File: src/logic/hui_map.svh
// register offsets, field positions, reset values and codes of the host uart register interface
//
// Behaviour
// - standard uart host register set, switchable between fifo and non-fifo mode
// - non-fifo mode acts as a single-character buffer with no fifo features
// - location 2 read: fifos-enabled 7-6, zero 5-4, pending code 3-1, 0 when pending
// - location 2 write: trigger 7-6, dma 3, tx reset 2, rx reset 1, enable 0
// - location 5: fifo error, tx idle, holding empty, break, framing, parity, overrun, ready
// - location 6: dcd ri dsr cts levels high, low bits flag dcd dsr cts changes and a ri fall
// - location 3: divisor select, break, stick, even parity, parity on, stop, length
// - 16-byte receive and transmit fifos, active only with fifo enable set
// - divisor select clear: data and enables at 0/1; set: divisor low/high bytes
// - receive trigger codes 00 01 10 11 give 1 4 8 14 bytes
`ifndef HUI_MAP_SVH
`define HUI_MAP_SVH

`define HUI_A_DATA 3'h0
`define HUI_A_IEN 3'h1
`define HUI_A_IID 3'h2
`define HUI_A_FMT 3'h3
`define HUI_A_MCTL 3'h4
`define HUI_A_LST 3'h5
`define HUI_A_MST 3'h6
`define HUI_A_SPARE 3'h7

`define HUI_FS_EN 0
`define HUI_FS_RXRST 1
`define HUI_FS_TXRST 2
`define HUI_FS_DMA 3
`define HUI_FMT_DIV 7
`define HUI_MC_LOOP 4

`define HUI_RST_BYTE 8'h00
`define HUI_MC_MASK 8'h1F
`define HUI_IEN_MASK 8'h0F

`define HUI_ID_LINE 3'h3
`define HUI_ID_RX 3'h2
`define HUI_ID_TX_HOLDING_EMPTY 3'h1
`define HUI_ID_MODEM 3'h0

`define HUI_TRIG_L0 5'h01
`define HUI_TRIG_L1 5'h04
`define HUI_TRIG_L2 5'h08
`define HUI_TRIG_L3 5'h0E

`endif

File: src/logic/hui_pkg.sv
// types shared by the host uart register interface
package hui_pkg;
  typedef logic [7:0] hui_byte_t;
  typedef enum logic [1:0] {HUI_TRIG_1, HUI_TRIG_4, HUI_TRIG_8, HUI_TRIG_14} hui_trig_t;
endpackage : hui_pkg

File: src/logic/hui_uart.sv
// host uart register interface: byte fifo and register block
`timescale 1ns/1ps
`include "hui_map.svh"

// ****************************************
// byte fifo
// ****************************************
module hui_fifo #(
  parameter int WIDTH = 8,
  parameter int DEPTH = 16
) (
  input wire logic ref_clk_i,
  input wire logic rst_i,
  input wire logic flush_i,
  input wire logic lim1_i,
  input wire logic in_valid_i,
  output logic in_ready_o,
  input wire logic [WIDTH-1:0] in_data_i,
  output logic out_valid_o,
  input wire logic out_ready_i,
  output logic [WIDTH-1:0] out_data_o,
  output logic [$clog2(DEPTH):0] count_o
);
  localparam int AW = $clog2(DEPTH);
  localparam int CW = AW + 1;
  logic [WIDTH-1:0] mem [DEPTH];
  logic [AW-1:0] wp;
  logic [AW-1:0] rp;
  logic [CW-1:0] cnt;
  wire push = in_valid_i & in_ready_o;
  wire pop = out_valid_o & out_ready_i;
  wire [AW-1:0] next_wp = (wp == AW'(DEPTH - 1)) ? '0 : AW'(wp + 1'b1);
  wire [AW-1:0] next_rp = (rp == AW'(DEPTH - 1)) ? '0 : AW'(rp + 1'b1);

  // a one-deep limit gives the single-character holding buffer
  assign in_ready_o = lim1_i ? (cnt == '0) : (cnt != CW'(DEPTH));
  assign out_valid_o = cnt != '0;
  assign out_data_o = mem[rp];
  assign count_o = cnt;

  always_ff @(posedge ref_clk_i) begin
    if (push) begin
      mem[wp] <= in_data_i;
    end
  end

  always_ff @(posedge ref_clk_i) begin
    if (rst_i || flush_i) begin
      wp <= '0;
      rp <= '0;
      cnt <= '0;
    end else begin
      if (push) wp <= next_wp;
      if (pop) rp <= next_rp;
      cnt <= CW'(cnt + CW'(push) - CW'(pop));
    end
  end
endmodule : hui_fifo

// ****************************************
// register block
// ****************************************
module hui_uart #(
  parameter int DEPTH = 16
) (
  input wire logic ref_clk_i,
  input wire logic rst_i,
  input wire logic [2:0] host_addr_i,
  input wire logic host_cs_i,
  input wire logic host_rd_i,
  input wire logic host_wr_i,
  input wire hui_pkg::hui_byte_t host_wdata_i,
  output hui_pkg::hui_byte_t host_rdata_o,
  input wire logic rx_valid_i,
  output logic rx_ready_o,
  input wire hui_pkg::hui_byte_t rx_data_i,
  input wire logic rx_perr_i,
  input wire logic rx_ferr_i,
  input wire logic rx_brk_i,
  input wire logic rx_overrun_i,
  output logic tx_valid_o,
  input wire logic tx_ready_i,
  output hui_pkg::hui_byte_t tx_data_o,
  input wire logic tx_busy_i,
  input wire logic dcd_i,
  input wire logic ri_i,
  input wire logic dsr_i,
  input wire logic cts_i,
  output logic dtr_o,
  output logic rts_o,
  output logic out1_o,
  output logic out2_o,
  output logic loop_o,
  output hui_pkg::hui_byte_t format_o,
  output logic [15:0] divisor_o,
  output logic rxrdy_o,
  output logic txrdy_o
);
  import hui_pkg::*;
  localparam int CW = $clog2(DEPTH) + 1;

  function automatic logic hit(input logic [2:0] a, input logic [2:0] loc);
    return a == loc;
  endfunction : hit

  function automatic logic [4:0] trig_level(input hui_trig_t t);
    unique case (t)
      HUI_TRIG_1: return `HUI_TRIG_L0;
      HUI_TRIG_4: return `HUI_TRIG_L1;
      HUI_TRIG_8: return `HUI_TRIG_L2;
      HUI_TRIG_14: return `HUI_TRIG_L3;
    endcase
  endfunction : trig_level

  // ****************************************
  // registers and access decode
  // ****************************************
  hui_byte_t fmt, mctl, spare, ien, div_lo, div_hi;
  logic fen, dma;
  hui_trig_t trig;
  logic oe, err_ack, tx_holding_empty_ack;
  logic [3:0] lv_q, delta;
  logic [CW-1:0] err_cnt;
  hui_byte_t rdata;

  wire acc_wr = host_cs_i & host_wr_i;
  wire acc_rd = host_cs_i & host_rd_i;
  wire divisor_access_select = fmt[`HUI_FMT_DIV];
  wire wr_thr = acc_wr & hit(host_addr_i, `HUI_A_DATA) & !divisor_access_select;
  wire wr_dll = acc_wr & hit(host_addr_i, `HUI_A_DATA) & divisor_access_select;
  wire wr_ien = acc_wr & hit(host_addr_i, `HUI_A_IEN) & !divisor_access_select;
  wire wr_dlm = acc_wr & hit(host_addr_i, `HUI_A_IEN) & divisor_access_select;
  wire wr_fs = acc_wr & hit(host_addr_i, `HUI_A_IID);
  wire wr_fmt = acc_wr & hit(host_addr_i, `HUI_A_FMT);
  wire wr_mctl = acc_wr & hit(host_addr_i, `HUI_A_MCTL);
  wire wr_spare = acc_wr & hit(host_addr_i, `HUI_A_SPARE);
  wire rd_rbr = acc_rd & hit(host_addr_i, `HUI_A_DATA) & !divisor_access_select;
  wire rd_iid = acc_rd & hit(host_addr_i, `HUI_A_IID);
  wire rd_lst = acc_rd & hit(host_addr_i, `HUI_A_LST);
  wire rd_mst = acc_rd & hit(host_addr_i, `HUI_A_MST);

  // changing the enable flushes both fifos, so no byte crosses a mode switch
  wire fen_chg = wr_fs & (host_wdata_i[`HUI_FS_EN] != fen);
  wire rx_flush = wr_fs & (host_wdata_i[`HUI_FS_RXRST] | fen_chg);
  wire tx_flush = wr_fs & (host_wdata_i[`HUI_FS_TXRST] | fen_chg);

  always_ff @(posedge ref_clk_i) begin
    if (rst_i) begin
      fmt <= `HUI_RST_BYTE;
      mctl <= `HUI_RST_BYTE;
      spare <= `HUI_RST_BYTE;
      ien <= `HUI_RST_BYTE;
      div_lo <= `HUI_RST_BYTE;
      div_hi <= `HUI_RST_BYTE;
      fen <= 1'b0;
      dma <= 1'b0;
      trig <= HUI_TRIG_1;
    end else begin
      if (wr_fmt) fmt <= host_wdata_i;
      if (wr_mctl) mctl <= host_wdata_i & `HUI_MC_MASK;
      if (wr_spare) spare <= host_wdata_i;
      if (wr_ien) ien <= host_wdata_i & `HUI_IEN_MASK;
      if (wr_dll) div_lo <= host_wdata_i;
      if (wr_dlm) div_hi <= host_wdata_i;
      if (wr_fs) begin
        fen <= host_wdata_i[`HUI_FS_EN];
        dma <= host_wdata_i[`HUI_FS_DMA];
        trig <= hui_trig_t'(host_wdata_i[7:6]);
      end
    end
  end

  // ****************************************
  // receive and transmit paths
  // ****************************************
  logic rx_vld, tx_rdy;
  logic [10:0] rx_head;
  logic [CW-1:0] rx_cnt, tx_cnt;
  wire rx_pop = rd_rbr & rx_vld;
  wire rx_push = rx_valid_i & rx_ready_o;
  wire push_err = rx_push & (rx_perr_i | rx_ferr_i | rx_brk_i);
  wire pop_err = rx_pop & (|rx_head[10:8]);

  hui_fifo #(.WIDTH(11), .DEPTH(DEPTH)) u_rx_fifo (
    .ref_clk_i(ref_clk_i),
    .rst_i(rst_i),
    .flush_i(rx_flush),
    .lim1_i(!fen),
    .in_valid_i(rx_valid_i),
    .in_ready_o(rx_ready_o),
    .in_data_i({rx_brk_i, rx_ferr_i, rx_perr_i, rx_data_i}),
    .out_valid_o(rx_vld),
    .out_ready_i(rd_rbr),
    .out_data_o(rx_head),
    .count_o(rx_cnt)
  );

  // host writes into a full holding buffer are dropped; txrdy_o warns ahead of it
  hui_fifo #(.WIDTH(8), .DEPTH(DEPTH)) u_tx_fifo (
    .ref_clk_i(ref_clk_i),
    .rst_i(rst_i),
    .flush_i(tx_flush),
    .lim1_i(!fen),
    .in_valid_i(wr_thr),
    .in_ready_o(tx_rdy),
    .in_data_i(host_wdata_i),
    .out_valid_o(tx_valid_o),
    .out_ready_i(tx_ready_i),
    .out_data_o(tx_data_o),
    .count_o(tx_cnt)
  );

  // ****************************************
  // line status
  // ****************************************
  wire [2:0] head_err = (rx_vld && !err_ack) ? rx_head[10:8] : 3'h0;
  wire tx_holding_empty = tx_cnt == '0;
  wire transmitter_idle = tx_holding_empty & !tx_busy_i;
  wire fifo_err = fen & (err_cnt != '0);
  wire [7:0] lst = {fifo_err, transmitter_idle, tx_holding_empty, head_err, oe, rx_vld};

  always_ff @(posedge ref_clk_i) begin
    if (rst_i || rx_flush) begin
      err_cnt <= '0;
      err_ack <= 1'b0;
    end else begin
      err_cnt <= CW'(err_cnt + CW'(push_err) - CW'(pop_err));
      // a pop brings a new head whose flags must show, so it beats the read
      err_ack <= rx_pop ? 1'b0 : (err_ack | rd_lst);
    end
  end

  always_ff @(posedge ref_clk_i) begin
    if (rst_i) begin
      oe <= 1'b0;
    end else begin
      oe <= rx_overrun_i | (oe & !rd_lst);
    end
  end

  // ****************************************
  // modem signals
  // ****************************************
  wire loop = mctl[`HUI_MC_LOOP];
  wire [3:0] lv = loop ? {mctl[3], mctl[2], mctl[0], mctl[1]} : {dcd_i, ri_i, dsr_i, cts_i};
  wire [3:0] chg = lv ^ lv_q;
  wire [3:0] msr_new = {chg[3], lv_q[2] & !lv[2], chg[1], chg[0]};
  wire [7:0] mst = {lv, delta};

  always_ff @(posedge ref_clk_i) begin
    if (rst_i) begin
      lv_q <= 4'h0;
      delta <= 4'h0;
    end else begin
      lv_q <= lv;
      delta <= (delta & ~{4{rd_mst}}) | msr_new;
    end
  end

  assign dtr_o = mctl[0] & !loop;
  assign rts_o = mctl[1] & !loop;
  assign out1_o = mctl[2] & !loop;
  assign out2_o = mctl[3] & !loop;
  assign loop_o = loop;

  // ****************************************
  // interrupt identification
  // ****************************************
  wire rx_hit = rx_cnt >= CW'(trig_level(trig));
  wire pend_line = ien[2] & (oe | (|head_err));
  wire pend_rx = ien[0] & (fen ? rx_hit : rx_vld);
  wire pend_tx_holding_empty = ien[1] & tx_holding_empty & !tx_holding_empty_ack;
  wire pend_ms = ien[3] & (|delta);
  wire pend = pend_line | pend_rx | pend_tx_holding_empty | pend_ms;
  wire [2:0] iid = pend_line ? `HUI_ID_LINE : pend_rx ? `HUI_ID_RX : pend_tx_holding_empty ? `HUI_ID_TX_HOLDING_EMPTY : `HUI_ID_MODEM;
  wire [7:0] interrupt_source_id = {fen, fen, 2'b00, iid, !pend};

  always_ff @(posedge ref_clk_i) begin
    if (rst_i) begin
      tx_holding_empty_ack <= 1'b0;
    end else if (wr_thr) begin
      tx_holding_empty_ack <= 1'b0;
    end else if (rd_iid && pend && iid == `HUI_ID_TX_HOLDING_EMPTY) begin
      tx_holding_empty_ack <= 1'b1;
    end
  end

  // ****************************************
  // read data and side outputs
  // ****************************************
  wire [7:0] rd_data0 = divisor_access_select ? div_lo : (rx_vld ? rx_head[7:0] : 8'h00);
  wire [7:0] rd_data1 = divisor_access_select ? div_hi : ien;
  wire [7:0] rd_mux =
    hit(host_addr_i, `HUI_A_DATA) ? rd_data0 :
    hit(host_addr_i, `HUI_A_IEN) ? rd_data1 :
    hit(host_addr_i, `HUI_A_IID) ? interrupt_source_id :
    hit(host_addr_i, `HUI_A_FMT) ? fmt :
    hit(host_addr_i, `HUI_A_MCTL) ? mctl :
    hit(host_addr_i, `HUI_A_LST) ? lst :
    hit(host_addr_i, `HUI_A_MST) ? mst : spare;

  always_ff @(posedge ref_clk_i) begin
    if (rst_i) begin
      rdata <= `HUI_RST_BYTE;
    end else if (acc_rd) begin
      rdata <= rd_mux;
    end
  end

  // dma is meaningless without fifos, so it only counts while they are on
  wire dma_on = fen & dma;
  assign rxrdy_o = dma_on ? rx_hit : rx_vld;
  assign txrdy_o = dma_on ? tx_rdy : tx_holding_empty;
  assign host_rdata_o = rdata;
  assign format_o = fmt;
  assign divisor_o = {div_hi, div_lo};
endmodule : hui_uart

File: config.mk
export PLATFORM = sky130hd
export DESIGN_NAME = hui_uart
export DESIGN_NICKNAME = d
export VERILOG_FILES = /design/src/logic/hui_pkg.sv /design/src/logic/hui_uart.sv
export VERILOG_INCLUDE_DIRS = /design/src /design/src/logic
export SDC_FILE = /design/constraint.sdc
export NUM_CORES = 1
export LEC_CHECK = 0
export BUFFER_PORTS_ARGS = -buffer_cell sky130_fd_sc_hd__buf_2
export CAP_MARGIN = 20
export CORE_MARGIN = 5
export CORE_UTILIZATION = 37
export DETAILED_ROUTE_END_ITERATION = 8
export PLACE_DENSITY_LB_ADDON = 0.15
export SKIP_LAST_GASP = 1
export SLEW_MARGIN = 0
export SYNTH_ARGS = -nofsm -noshare
export SYNTH_HDL_FRONTEND = slang
export SYNTH_SLANG_ARGS = --single-unit
export TNS_END_PERCENT = 100
File: constraint.sdc
create_clock -name ref_clk_i -period 6.9 [get_ports ref_clk_i]
set_input_delay 0.69 -clock ref_clk_i [delete_from_list [all_inputs] [get_ports ref_clk_i]]
set_output_delay 0.69 -clock ref_clk_i [all_outputs]
set_load 0.03 [all_outputs]
======== Yosys cells after proc, flatten, opt, wreduce, memory -nomap -nowiden ========
Memory sizes are Yosys's and may differ from the RTL's. A register that Yosys moved wholly into a read port is not among the register bits.
Cells that the tools add are included.
cells by class
  order comparisons ....................... 1
  reduce and logical (&&, ||, !) cells .... 25
  mux-type cells .......................... 33
  bitwise gates (word level) .............. 54
  equality and inequality tests ........... 18
  add/sub/neg operators ................... 10
operator list
  cell                                            count
  two-way mux 8 bit                               10
  AND 1 bit                                       40
  two-way mux 4 bit                               9
  case mux 5 bit (4 select lines)                 1
  adder 4 x 1 -> 4 bit (second input constant)    4
  == test 4 bit (second input constant)           4
  adder 5 x 1 -> 5 bit                            3
  nonzero test 5 bit                              3
  subtractor 5 x 1 -> 5 bit                       3
  == test 3 bit (second input constant)           4
  zero test 5 bit                                 2
  two-way mux 1 bit                               10
  != test 5 bit (second input constant)           2
  bitwise OR 1 bit                                10
  zero test 1 bit                                 8
  == test 3 x 2 -> 1 bit (second input constant)  2
  OR reduction 3 bit                              2
  greater-or-equal comparator 5 bit               1
  AND 4 bit                                       1
  == test 2 x 1 -> 1 bit (second input constant)  2
  == test 2 bit (second input constant)           2
  two-way mux 2 bit                               2
  NOT 4 bit                                       1
  bitwise OR 4 bit                                1
  10 further kinds                                14
storage, ports and cells
  input port bits ......................... 35
  logic and storage cells ................. 165
  bits in registers ....................... 95
  memories ................................ 2
  output and inout bits ................... 49
  RAM bits ................................ 304
memories
  memory         words  width  rd ports  clocked after Yosys merged registers in  wr ports  line            source
  u_rx_fifo.mem  16     11     1         1                                        1         hui_uart.sv:26  logic [WIDTH-1:0] mem [DEPTH];
  u_tx_fifo.mem  16     8      1         1                                        1         hui_uart.sv:26

======== Longest topological paths before layout ========
Gate-level depths: netlist (run 1).
  depth after elaboration ................. 13
  depth in mapped cells ................... 19
  depth with buffers taken out ............ 17

======== Hierarchy ========
Synthesis (run 1) repeated with hierarchy kept, for this count alone.
second synthesis, totals
  cell total of the unflattened synthesis .. 1136
  area, all modules ....................... 17022.6 um^2
by module, submodules not included
  module                 area each (um^2)  cells an instance  times used  sequential area each (um^2)
  hui_fifo at u_rx_fifo  7548.5            390                1           5625.4
  hui_fifo at u_tx_fifo  5763.0            317                1           4184.0
  hui_uart               3711.1            429                1           1381.3

======== Worst setup path after synthesis (run 1) ========
OpenSTA, ideal clock, no wires.
  path type ............................... in2reg
  start ................................... input host_addr_i[2]
  end ..................................... register err_cnt[4]
  slack ................................... 3.534 ns
  stages .................................. 16
  data required time ...................... 6.783 ns
  library setup time ...................... 0.117 ns
  buffers on the path ..................... 2
  data arrival time ....................... 3.249 ns
  cells stage by stage .................... buf_6 > or3_1 > buf_2 > nor4_4 > o21a_1 > ha_1 > inv_1 > ha_1 > inv_1 > fa_1 > inv_1 > a21oi_1 > nor2_1 > nor2_1 > xnor2_1 > nor2_1
on the way
  longest elaborated chain between the ends .. 6
  elaborated cells on any way between the ends .. 12
  classes of those cells .................. 1 x add/sub; 1 x eq/ne; 8 x bitwise; 2 x reduce/logical
ends and longest elaborated chain
  what                       line             source
  start: declaration         hui_uart.sv:68   input wire logic [2:0] host_addr_i,
  zero test 3 bit            hui_uart.sv:103  return a == loc;
  AND 1 bit (2 in series)    hui_uart.sv:137  wire rd_rbr = acc_rd & hit(host_addr_i, `HUI_A_DATA) & !divisor_access_select;
  AND 1 bit                  hui_uart.sv:179  wire rx_pop = rd_rbr & rx_vld;
  via rx_pop                 hui_uart.sv:179
  AND 1 bit                  hui_uart.sv:182  wire pop_err = rx_pop & (|rx_head[10:8]);
  subtractor 5 x 1 -> 5 bit  hui_uart.sv:227  err_cnt <= CW'(err_cnt + CW'(push_err) - CW'(pop_err));
  end signal: assignment     hui_uart.sv:227
  end: declaration           hui_uart.sv:123  logic [CW-1:0] err_cnt;
The timed path passes the listed nets, and every way through them passes these cells.
A chain may end at the register's enable or synchronous reset.

==> qor.txt, run 1 <==
final WL - 41.2 mm
# IOs - 84
Core ar. - 0.0453 mm^2
drt pass-1 iters - 7
Crit. path cell count - 16
fmax - 0.249 GHz
final core occ - 0.427
PortBufs - 83
Tmin final - 4.01 ns
total grt overflow - 0
Distinct cells, synth - 66
clock skew - 0.0221 ns
initial antenna violation count - 3
WL met2 - 19.7 mm
Post-Syn Area - 0.0169 mm^2
DRT iter0 DRCs - 570
Hold Path Class - in2reg
vias per cell - 5.21
crit-path cells - mux4_2, nand2b_1, a21oi_1, o211ai_1, o21a_1, ha_1, inv_1, ha_1, inv_1, fa_1, inv_1, a21oi_1, nor2_1, nor2_1, xnor2_1, nor2_1
clock sink total - 407
CTS resizes - 0
Worst Slack Setup Final - 2.89 ns
vias in the first global route - 9,628
ys async rst share - 0
pre-CTS setup slack - 2.86 ns
layout net count - 1,261
Commonest cells post-synth - 304 x edfxtp_1, 135 x nor2_1, 103 x dfxtp_1, 85 x mux4_2, 73 x mux2i_1
setup bufs post-CTS - 0
Worst Setup Path Type - reg2reg
RR Endpoint - err_cnt[4]$_SDFF_PP0_
total of max-cap violations - 0
top-count cell post-synth - edfxtp_1
EDFF count, synth - 304
Worst-path clk slew - 0.07 ns
pwr/cell area - 311 mW/mm^2
fin crit share - 0.581
Clk network pwr share - 0.359
reg-to-reg slack, setup - 2.89 ns
largest net degree at the start of global routing - 68
highest metal used - met5
Die Ht - 224 um
final hold violations - 0
#FFs+latches synth - 407
crit-path max cell delay - 1.01 ns
CTS H-tree depth - 2
critical path's slowest cell - dfxtp_4
sequential fraction of the synthesis area - 0.662
via count - 9,516
Net Sw Power - 1650 uW
CP max FO - 50
TritonCTS clock tree - yes
dominant register cell in the synthesized netlist - edfxtp_1
clk root buf - clkbuf_16
first-pass GRT wire length - 62.4 mm
CP Data Arrival Time - 4.43 ns
Synth Instances - 1,091
Routed WL per cell - 22.6 um
RSZ-0062 raised after global routing - false
# DRC - 0
Area Overhead vs Synth - 14.6%
sequential share of power - 0.463
Yosys warnings - 0
Worst Path Buf+Inv - 3
Antenna Nets Post-Route - 0
DP HPWL - 26.6 mm
Synth area leader - edfxtp_1
internal power - 4370 uW
Final Max Tran Viols - 0
CP top delay family - flip-flops
GRT Total Usage - 0.164
worst vdd ir - 0.000260 V
combinational power share - 0.177
clock buffer depth - 3
endpoints failing setup - 0
Die Area - 0.0500 mm^2
WP data required - 7.32 ns
DRT met1 WL - 18.7 mm
crit path to - err_cnt[4]$_SDFF_PP0_
Yosys top cell area share - 0.540
Avg Synthesized Cell Area - 15.5 um^2
worst skew pair latency - 0.58 ns
cts hold-fix bufs - 0
Rel. slew slack - 0.258
largest cells by area after synthesis - edfxtp_1 54%, dfxtp_1 12%, mux4_2 11%, mux2i_1 4.3%, nor2_1 3.0%
share of layout cells above drive strength 1 - 0.227
Met3 Routed Length - 1.91 mm
Site Rows - 78
die width - 224 um
Final TNS setup - 0 ns
R2R cell count - 16
startpoint types - flip-flop
Initial Util - 0.373
sw frac - 0.275
Pleak - 0.00644 uW
GP Congestion - 0.814
Least-Margin Pin Slew - 1.10 ns
outcome - finished, final reports clean
element type at the critical path end - flip-flop
Syn Nets - 1,161
total CTS buffers - 44
## routing by layer
layer	global-route usage	up-vias
met5	0	-
met4	0.0445	4
met3	0.0305	64
met2	0.265	209
met1	0.229	4865
li1	-	4374
## tightest hold or removal path, stage by stage
cell and delay, ns:
buf_2 0.10, a21oi_1 0.04, nor2_1 0.07
## kinds of logic (layout without fill, tap and decap cells)
kind of cell,count (synthesis),in the layout,synth area share
compound gates,122,122,0.0503
xor+xnor,22,22,0.0114
fa+ha+maj,35,35,0.0273
buf+inv,91,226,0.0241
other cells,0,1,0
mux,159,159,0.157
flops,407,407,0.662
simple gates,255,255,0.0673
## cells in the final DEF, fill, tap and decap left out, types with 4 or more instances in the layout
| master | n |
|---|---|
| buf_2 | 83 |
| mux2i_1 | 73 |
| a22oi_1 | 5 |
| buf_4 | 26 |
| clkbuf_16 | 44 |
| nor2_1 | 131 |
| nor2b_1 | 10 |
| xnor2_1 | 10 |
| nor3_2 | 5 |
| edfxtp_1 | 304 |
| inv_1 | 35 |
| nor3_1 | 13 |
| o211ai_1 | 5 |
| a221oi_1 | 9 |
| clkbuf_1 | 6 |
| ha_1 | 32 |
| xor2_1 | 12 |
| nor2_2 | 5 |
| nand3_1 | 7 |
| and2_1 | 5 |
| a21o_1 | 6 |
| o21ai_0 | 10 |
| a31oi_1 | 8 |
| clkinv_1 | 15 |
| a21oi_1 | 37 |
| dfxtp_1 | 101 |
| mux4_2 | 85 |
| o22ai_1 | 4 |
| nand2b_1 | 12 |
| nand2_1 | 52 |
| clkinv_2 | 12 |
| a211oi_1 | 4 |
## registers in the layout (all words and copies together), names as in the netlist, 8 cells and up, named ones only
register	count
spare	8
div_hi	8
div_lo	8
host_rdata_o	8
u_tx_fifo.mem	128
format_o	8
u_rx_fifo.mem	176
## stage by stage
| stage | power [uW] | instances | hold slack, ns | instance area [um^2] |
|---|---|---|---|---|
| 6_report | 6020 | 1827 | 0.361 | 19400 |
| 2_1_floorplan | 3590 | 1091 | 0.454 | 16900 |
| 5_1_grt | 6320 | 1826 | 0.418 | 19400 |
| 4_1_cts | 6110 | 1826 | 0.333 | 19400 |
| 3_3_place_gp | 3920 | 1743 | 0.456 | 18000 |
| 3_5_place_dp | 3930 | 1745 | 0.455 | 18000 |
## power by group through the flow
stage,Sequential [uW],Clock (uW),Combinational [uW]
final,2790,2170,1070
after global routing,2800,2330,1180
after CTS,2790,2230,1090
after detailed placement,2850,0,1080
after global placement,2850,0,1080
after floorplan,2830,0,759
## area by class of cell
class / count / area [um^2]
inverter: 36 / 135
tap: 600 / 751
timing repair buffer: 109 / 611
antenna: 1 / 2.50
fill: 4119 / 25900
clock inverter: 31 / 199
multi-input combinational: 593 / 5340
sequential: 407 / 11200
clock buffer: 50 / 1120
## worst min-delay path by stage
stage / to / start / slack (ns) / depth (start not counted)
2_1_floorplan: spare[5]$_SDFFE_PP0P_ / spare[5]$_SDFFE_PP0P_ / 0.45 / 2
3_3_place_gp: host_rdata_o[3]$_SDFFE_PP0N_ / host_rdata_o[3]$_SDFFE_PP0N_ / 0.46 / 2
3_5_place_dp: host_rdata_o[4]$_SDFFE_PP0N_ / host_rdata_o[4]$_SDFFE_PP0N_ / 0.46 / 2
4_1_cts: oe$_SDFF_PP0_ / rx_overrun_i / 0.33 / 3
5_1_grt: oe$_SDFF_PP0_ / rx_overrun_i / 0.42 / 3
6_report: oe$_SDFF_PP0_ / rx_overrun_i / 0.36 / 3
(Power assumes the default switching activity.)
==> inputs of run 2 (changes only) <==
--- a/config.mk
+++ b/config.mk
@@ -6,6 +6,7 @@
 export SDC_FILE = /design/constraint.sdc
 export NUM_CORES = 1
 export LEC_CHECK = 0
+export ABC_AREA = 1
 export BUFFER_PORTS_ARGS = -buffer_cell sky130_fd_sc_hd__buf_2
 export CAP_MARGIN = 20
 export CORE_MARGIN = 5
==> constraint.sdc (replaced) <==
create_clock -name ref_clk_i -period 3.7 [get_ports ref_clk_i]
set_input_delay 0.37 -clock ref_clk_i [delete_from_list [all_inputs] [get_ports ref_clk_i]]
set_output_delay 0.37 -clock ref_clk_i [all_outputs]
set_load 0.03 [all_outputs]
==> run 2 against run 1 <==
Area after synthesis is 2.9% higher; cell count increased by 30%; sequential power increased by 89%; cell area increased by 3.8%; clock power increased by 110%.
==> qor.txt, run 2 <==
total CTS buffers - 45
top-count cell post-synth - edfxtp_1
crit-path max cell delay - 0.42 ns
Syn Nets - 1,694
Final TNS setup - 0 ns
#FFs+latches synth - 407
CP max FO - 5
Design Power - 11,900 uW
Yosys top cell area share - 0.525
PortBufs - 83
fin crit share - 0.894
Post-Syn Area - 0.0174 mm^2
die width - 227 um
mux share of post-synthesis cell area - 0.0196
Least-Margin Pin Slew - 0.860 ns
setup bufs post-CTS - 0
GRT Total Usage - 0.180
Final Max Tran Viols - 0
DRT iter0 DRCs - 917
via count - 12,200
Tmin final - 3.31 ns
GP Congestion - 0.891
# DRC - 0
critical path's slowest cell - fa_1
sequential fraction of the synthesis area - 0.644
top flop regs - u_rx_fifo.mem: 176 flops, u_tx_fifo.mem: 128 flops
RSZ-0062 raised after global routing - false
clk root buf - clkbuf_16
Antenna diodes - 0
startpoint types - flip-flop
top library cells by usage in the layout, fill and taps aside - 304 x edfxtp_1, 209 x nor2_1, 188 x nand2_1, 188 x o21ai_0, 159 x inv_1
R2R cell count - 19
TritonCTS clock tree - yes
worst vdd ir - 0.000527 V
element type at the critical path end - flip-flop
Synth Instances - 1,624
dominant register cell in the synthesized netlist - edfxtp_1
pre-CTS setup slack - 0.405 ns
cts hold-fix bufs - 0
Synth area leader - edfxtp_1
Die Area - 0.0514 mm^2
Worst Setup Path Type - reg2reg
Simple-Gate Fraction of Synth Area - 0.116
clock buffer depth - 3
CTS H-tree depth - 2
Hold Path Class - in2reg
total grt overflow - 0
CP Data Arrival Time - 3.75 ns
Core ar. - 0.0466 mm^2
Min-Delay Path Depth - 3
largest cells by area after synthesis - edfxtp_1 53%, dfxtp_1 12%, o21ai_0 5.4%, nor2_1 4.5%, nand2_1 4.1%
Commonest cells post-synth - 304 x edfxtp_1, 209 x nor2_1, 188 x nand2_1, 188 x o21ai_0, 159 x inv_1
final WL - 46.8 mm
vias per cell - 5.13
CTS resizes - 0
CP top delay family - adder cells
post-synthesis compound-gate area fraction - 0.133
Area Overhead vs Synth - 15.6%
ys async rst share - 0
Avg Synthesized Cell Area - 10.7 um^2
Routed WL per cell - 19.7 um
Worst Path Buf+Inv - 7
clock sink total - 407
Layout fillers - 4,443
DP HPWL - 30.9 mm
post-synthesis adder-cell area fraction - 0.0265
Initial Util - 0.373
Pleak - 0.00750 uW
vias in the first global route - 11,700
Antenna Nets Post-Route - 0
pwr/cell area - 594 mW/mm^2
largest family of logic cells by synthesized area - compound AO/OA/AOI/OAI gates
area occupied by multi-input gates - 0.00524 mm^2
# IOs - 84
max reg flops - 176
initial antenna violation count - 1
fmax - 0.302 GHz
total of max-cap violations - 0
CP most frequent cell - inv_1
outcome - finished, final reports clean
share of layout cells above drive strength 1 - 0.134
area share of xor/xnor cells in the synthesized design - 0.00504
Yosys warnings - 0
layout net count - 1,799
Site Rows - 79
EDFF count, synth - 304
hold slack final - 0.0334 ns
final hold violations - 0
register area - 0.0112 mm^2
Die Ht - 227 um
first-pass GRT wire length - 71.4 mm
Worst-path clk slew - 0.06 ns
endpoints failing setup - 0
Top reg by flops - u_rx_fifo.mem
Worst Slack Setup Final - 0.393 ns
Rel. slew slack - 0.424
commonest non-fill, non-tap cell in the layout - edfxtp_1
worst skew pair latency - 0.56 ns
drt pass-1 iters - 5
Distinct cells, synth - 47
largest net degree at the start of global routing - 70
clock skew - 0.0140 ns
Crit. path cell count - 19
crit-path cells - inv_1, ha_1, nand3_1, nor2_1, inv_1, nand2_1, inv_1, ha_1, inv_1, ha_1, inv_1, fa_1, inv_1, a21oi_1, nor2_1, nor2_1, xor2_1, inv_1, nor2_1
WP data required - 4.15 ns
[run 2: cell types whose count changed after synthesis, sizes merged, moves of 12 or more]
| cell | delta |
|---|---|
| mux2i | -39 |
| a21oi | +81 |
| mux4 | -85 |
| nand3 | +52 |
| o21ai | +181 |
| o221ai | +13 |
| nand2 | +137 |
| nand2b | -12 |
| o22ai | +15 |
| inv | +135 |
| nor2 | +82 |
| o211ai | +39 |
[run 2: final timing paths]
kind | startpoint | endpoint | slack [ns]
max | u_tx_fifo.count_o[3]$_SDFF_PP0_ | u_tx_fifo.count_o[4]$_SDFF_PP0_ | 0.39
min | rx_overrun_i | oe$_SDFF_PP0_ | 0.03
max reg2reg | u_tx_fifo.count_o[3]$_SDFF_PP0_ | u_tx_fifo.count_o[4]$_SDFF_PP0_ | 0.39
min reg2reg | spare[6]$_SDFFE_PP0P_ | spare[6]$_SDFFE_PP0P_ | 0.45
[run 2: worst min-delay path: cells and delay by family]
kind	cells	cell delay (ns)
buffers and inverters	1	0.08
AND/OR/NAND/NOR	2	0.11
[run 2: power breakdown]
part	switching [uW]	total (uW)	leakage [uW]	internal (uW)
logic	1430	2160	0.00319	738
clock network	1820	4500	0.000743	2680
registers	178	5270	0.00357	5100
[run 2: area by class of cell]
class                   instances  area share
clock inverters                25      0.0110
repair buffers                128      0.0385
inverters                     172      0.0321
clock buffers                  59      0.0628
multi-input cells             975       0.261
flip-flops and latches        407       0.557
well taps                     607      0.0378
[run 2: stage by stage]
stage	instances	util	area, um^2
final	2373	0.432	20100
after global routing	2373	0.432	20100
after CTS	2373	0.432	20100
after detailed placement	2289	0.400	18600
after global placement	2288	0.399	18600
after floorplan	1624	-	17400
[run 2: logic make-up after synthesis]
| group | count (synthesis) |
|---|---|
| buf+inv | 242 |
| fa+ha+maj | 35 |
| simple gates | 486 |
| compound gates | 410 |
| xor+xnor | 10 |
| flops | 407 |
| mux | 34 |
[run 2: metal layers]
layer | share of wire | global-route usage
met5 | 0 | 0
met3 | 0.053 | 0.0370
met4 | 0.032 | 0.0640
met2 | 0.45 | 0.275
met1 | 0.46 | 0.257
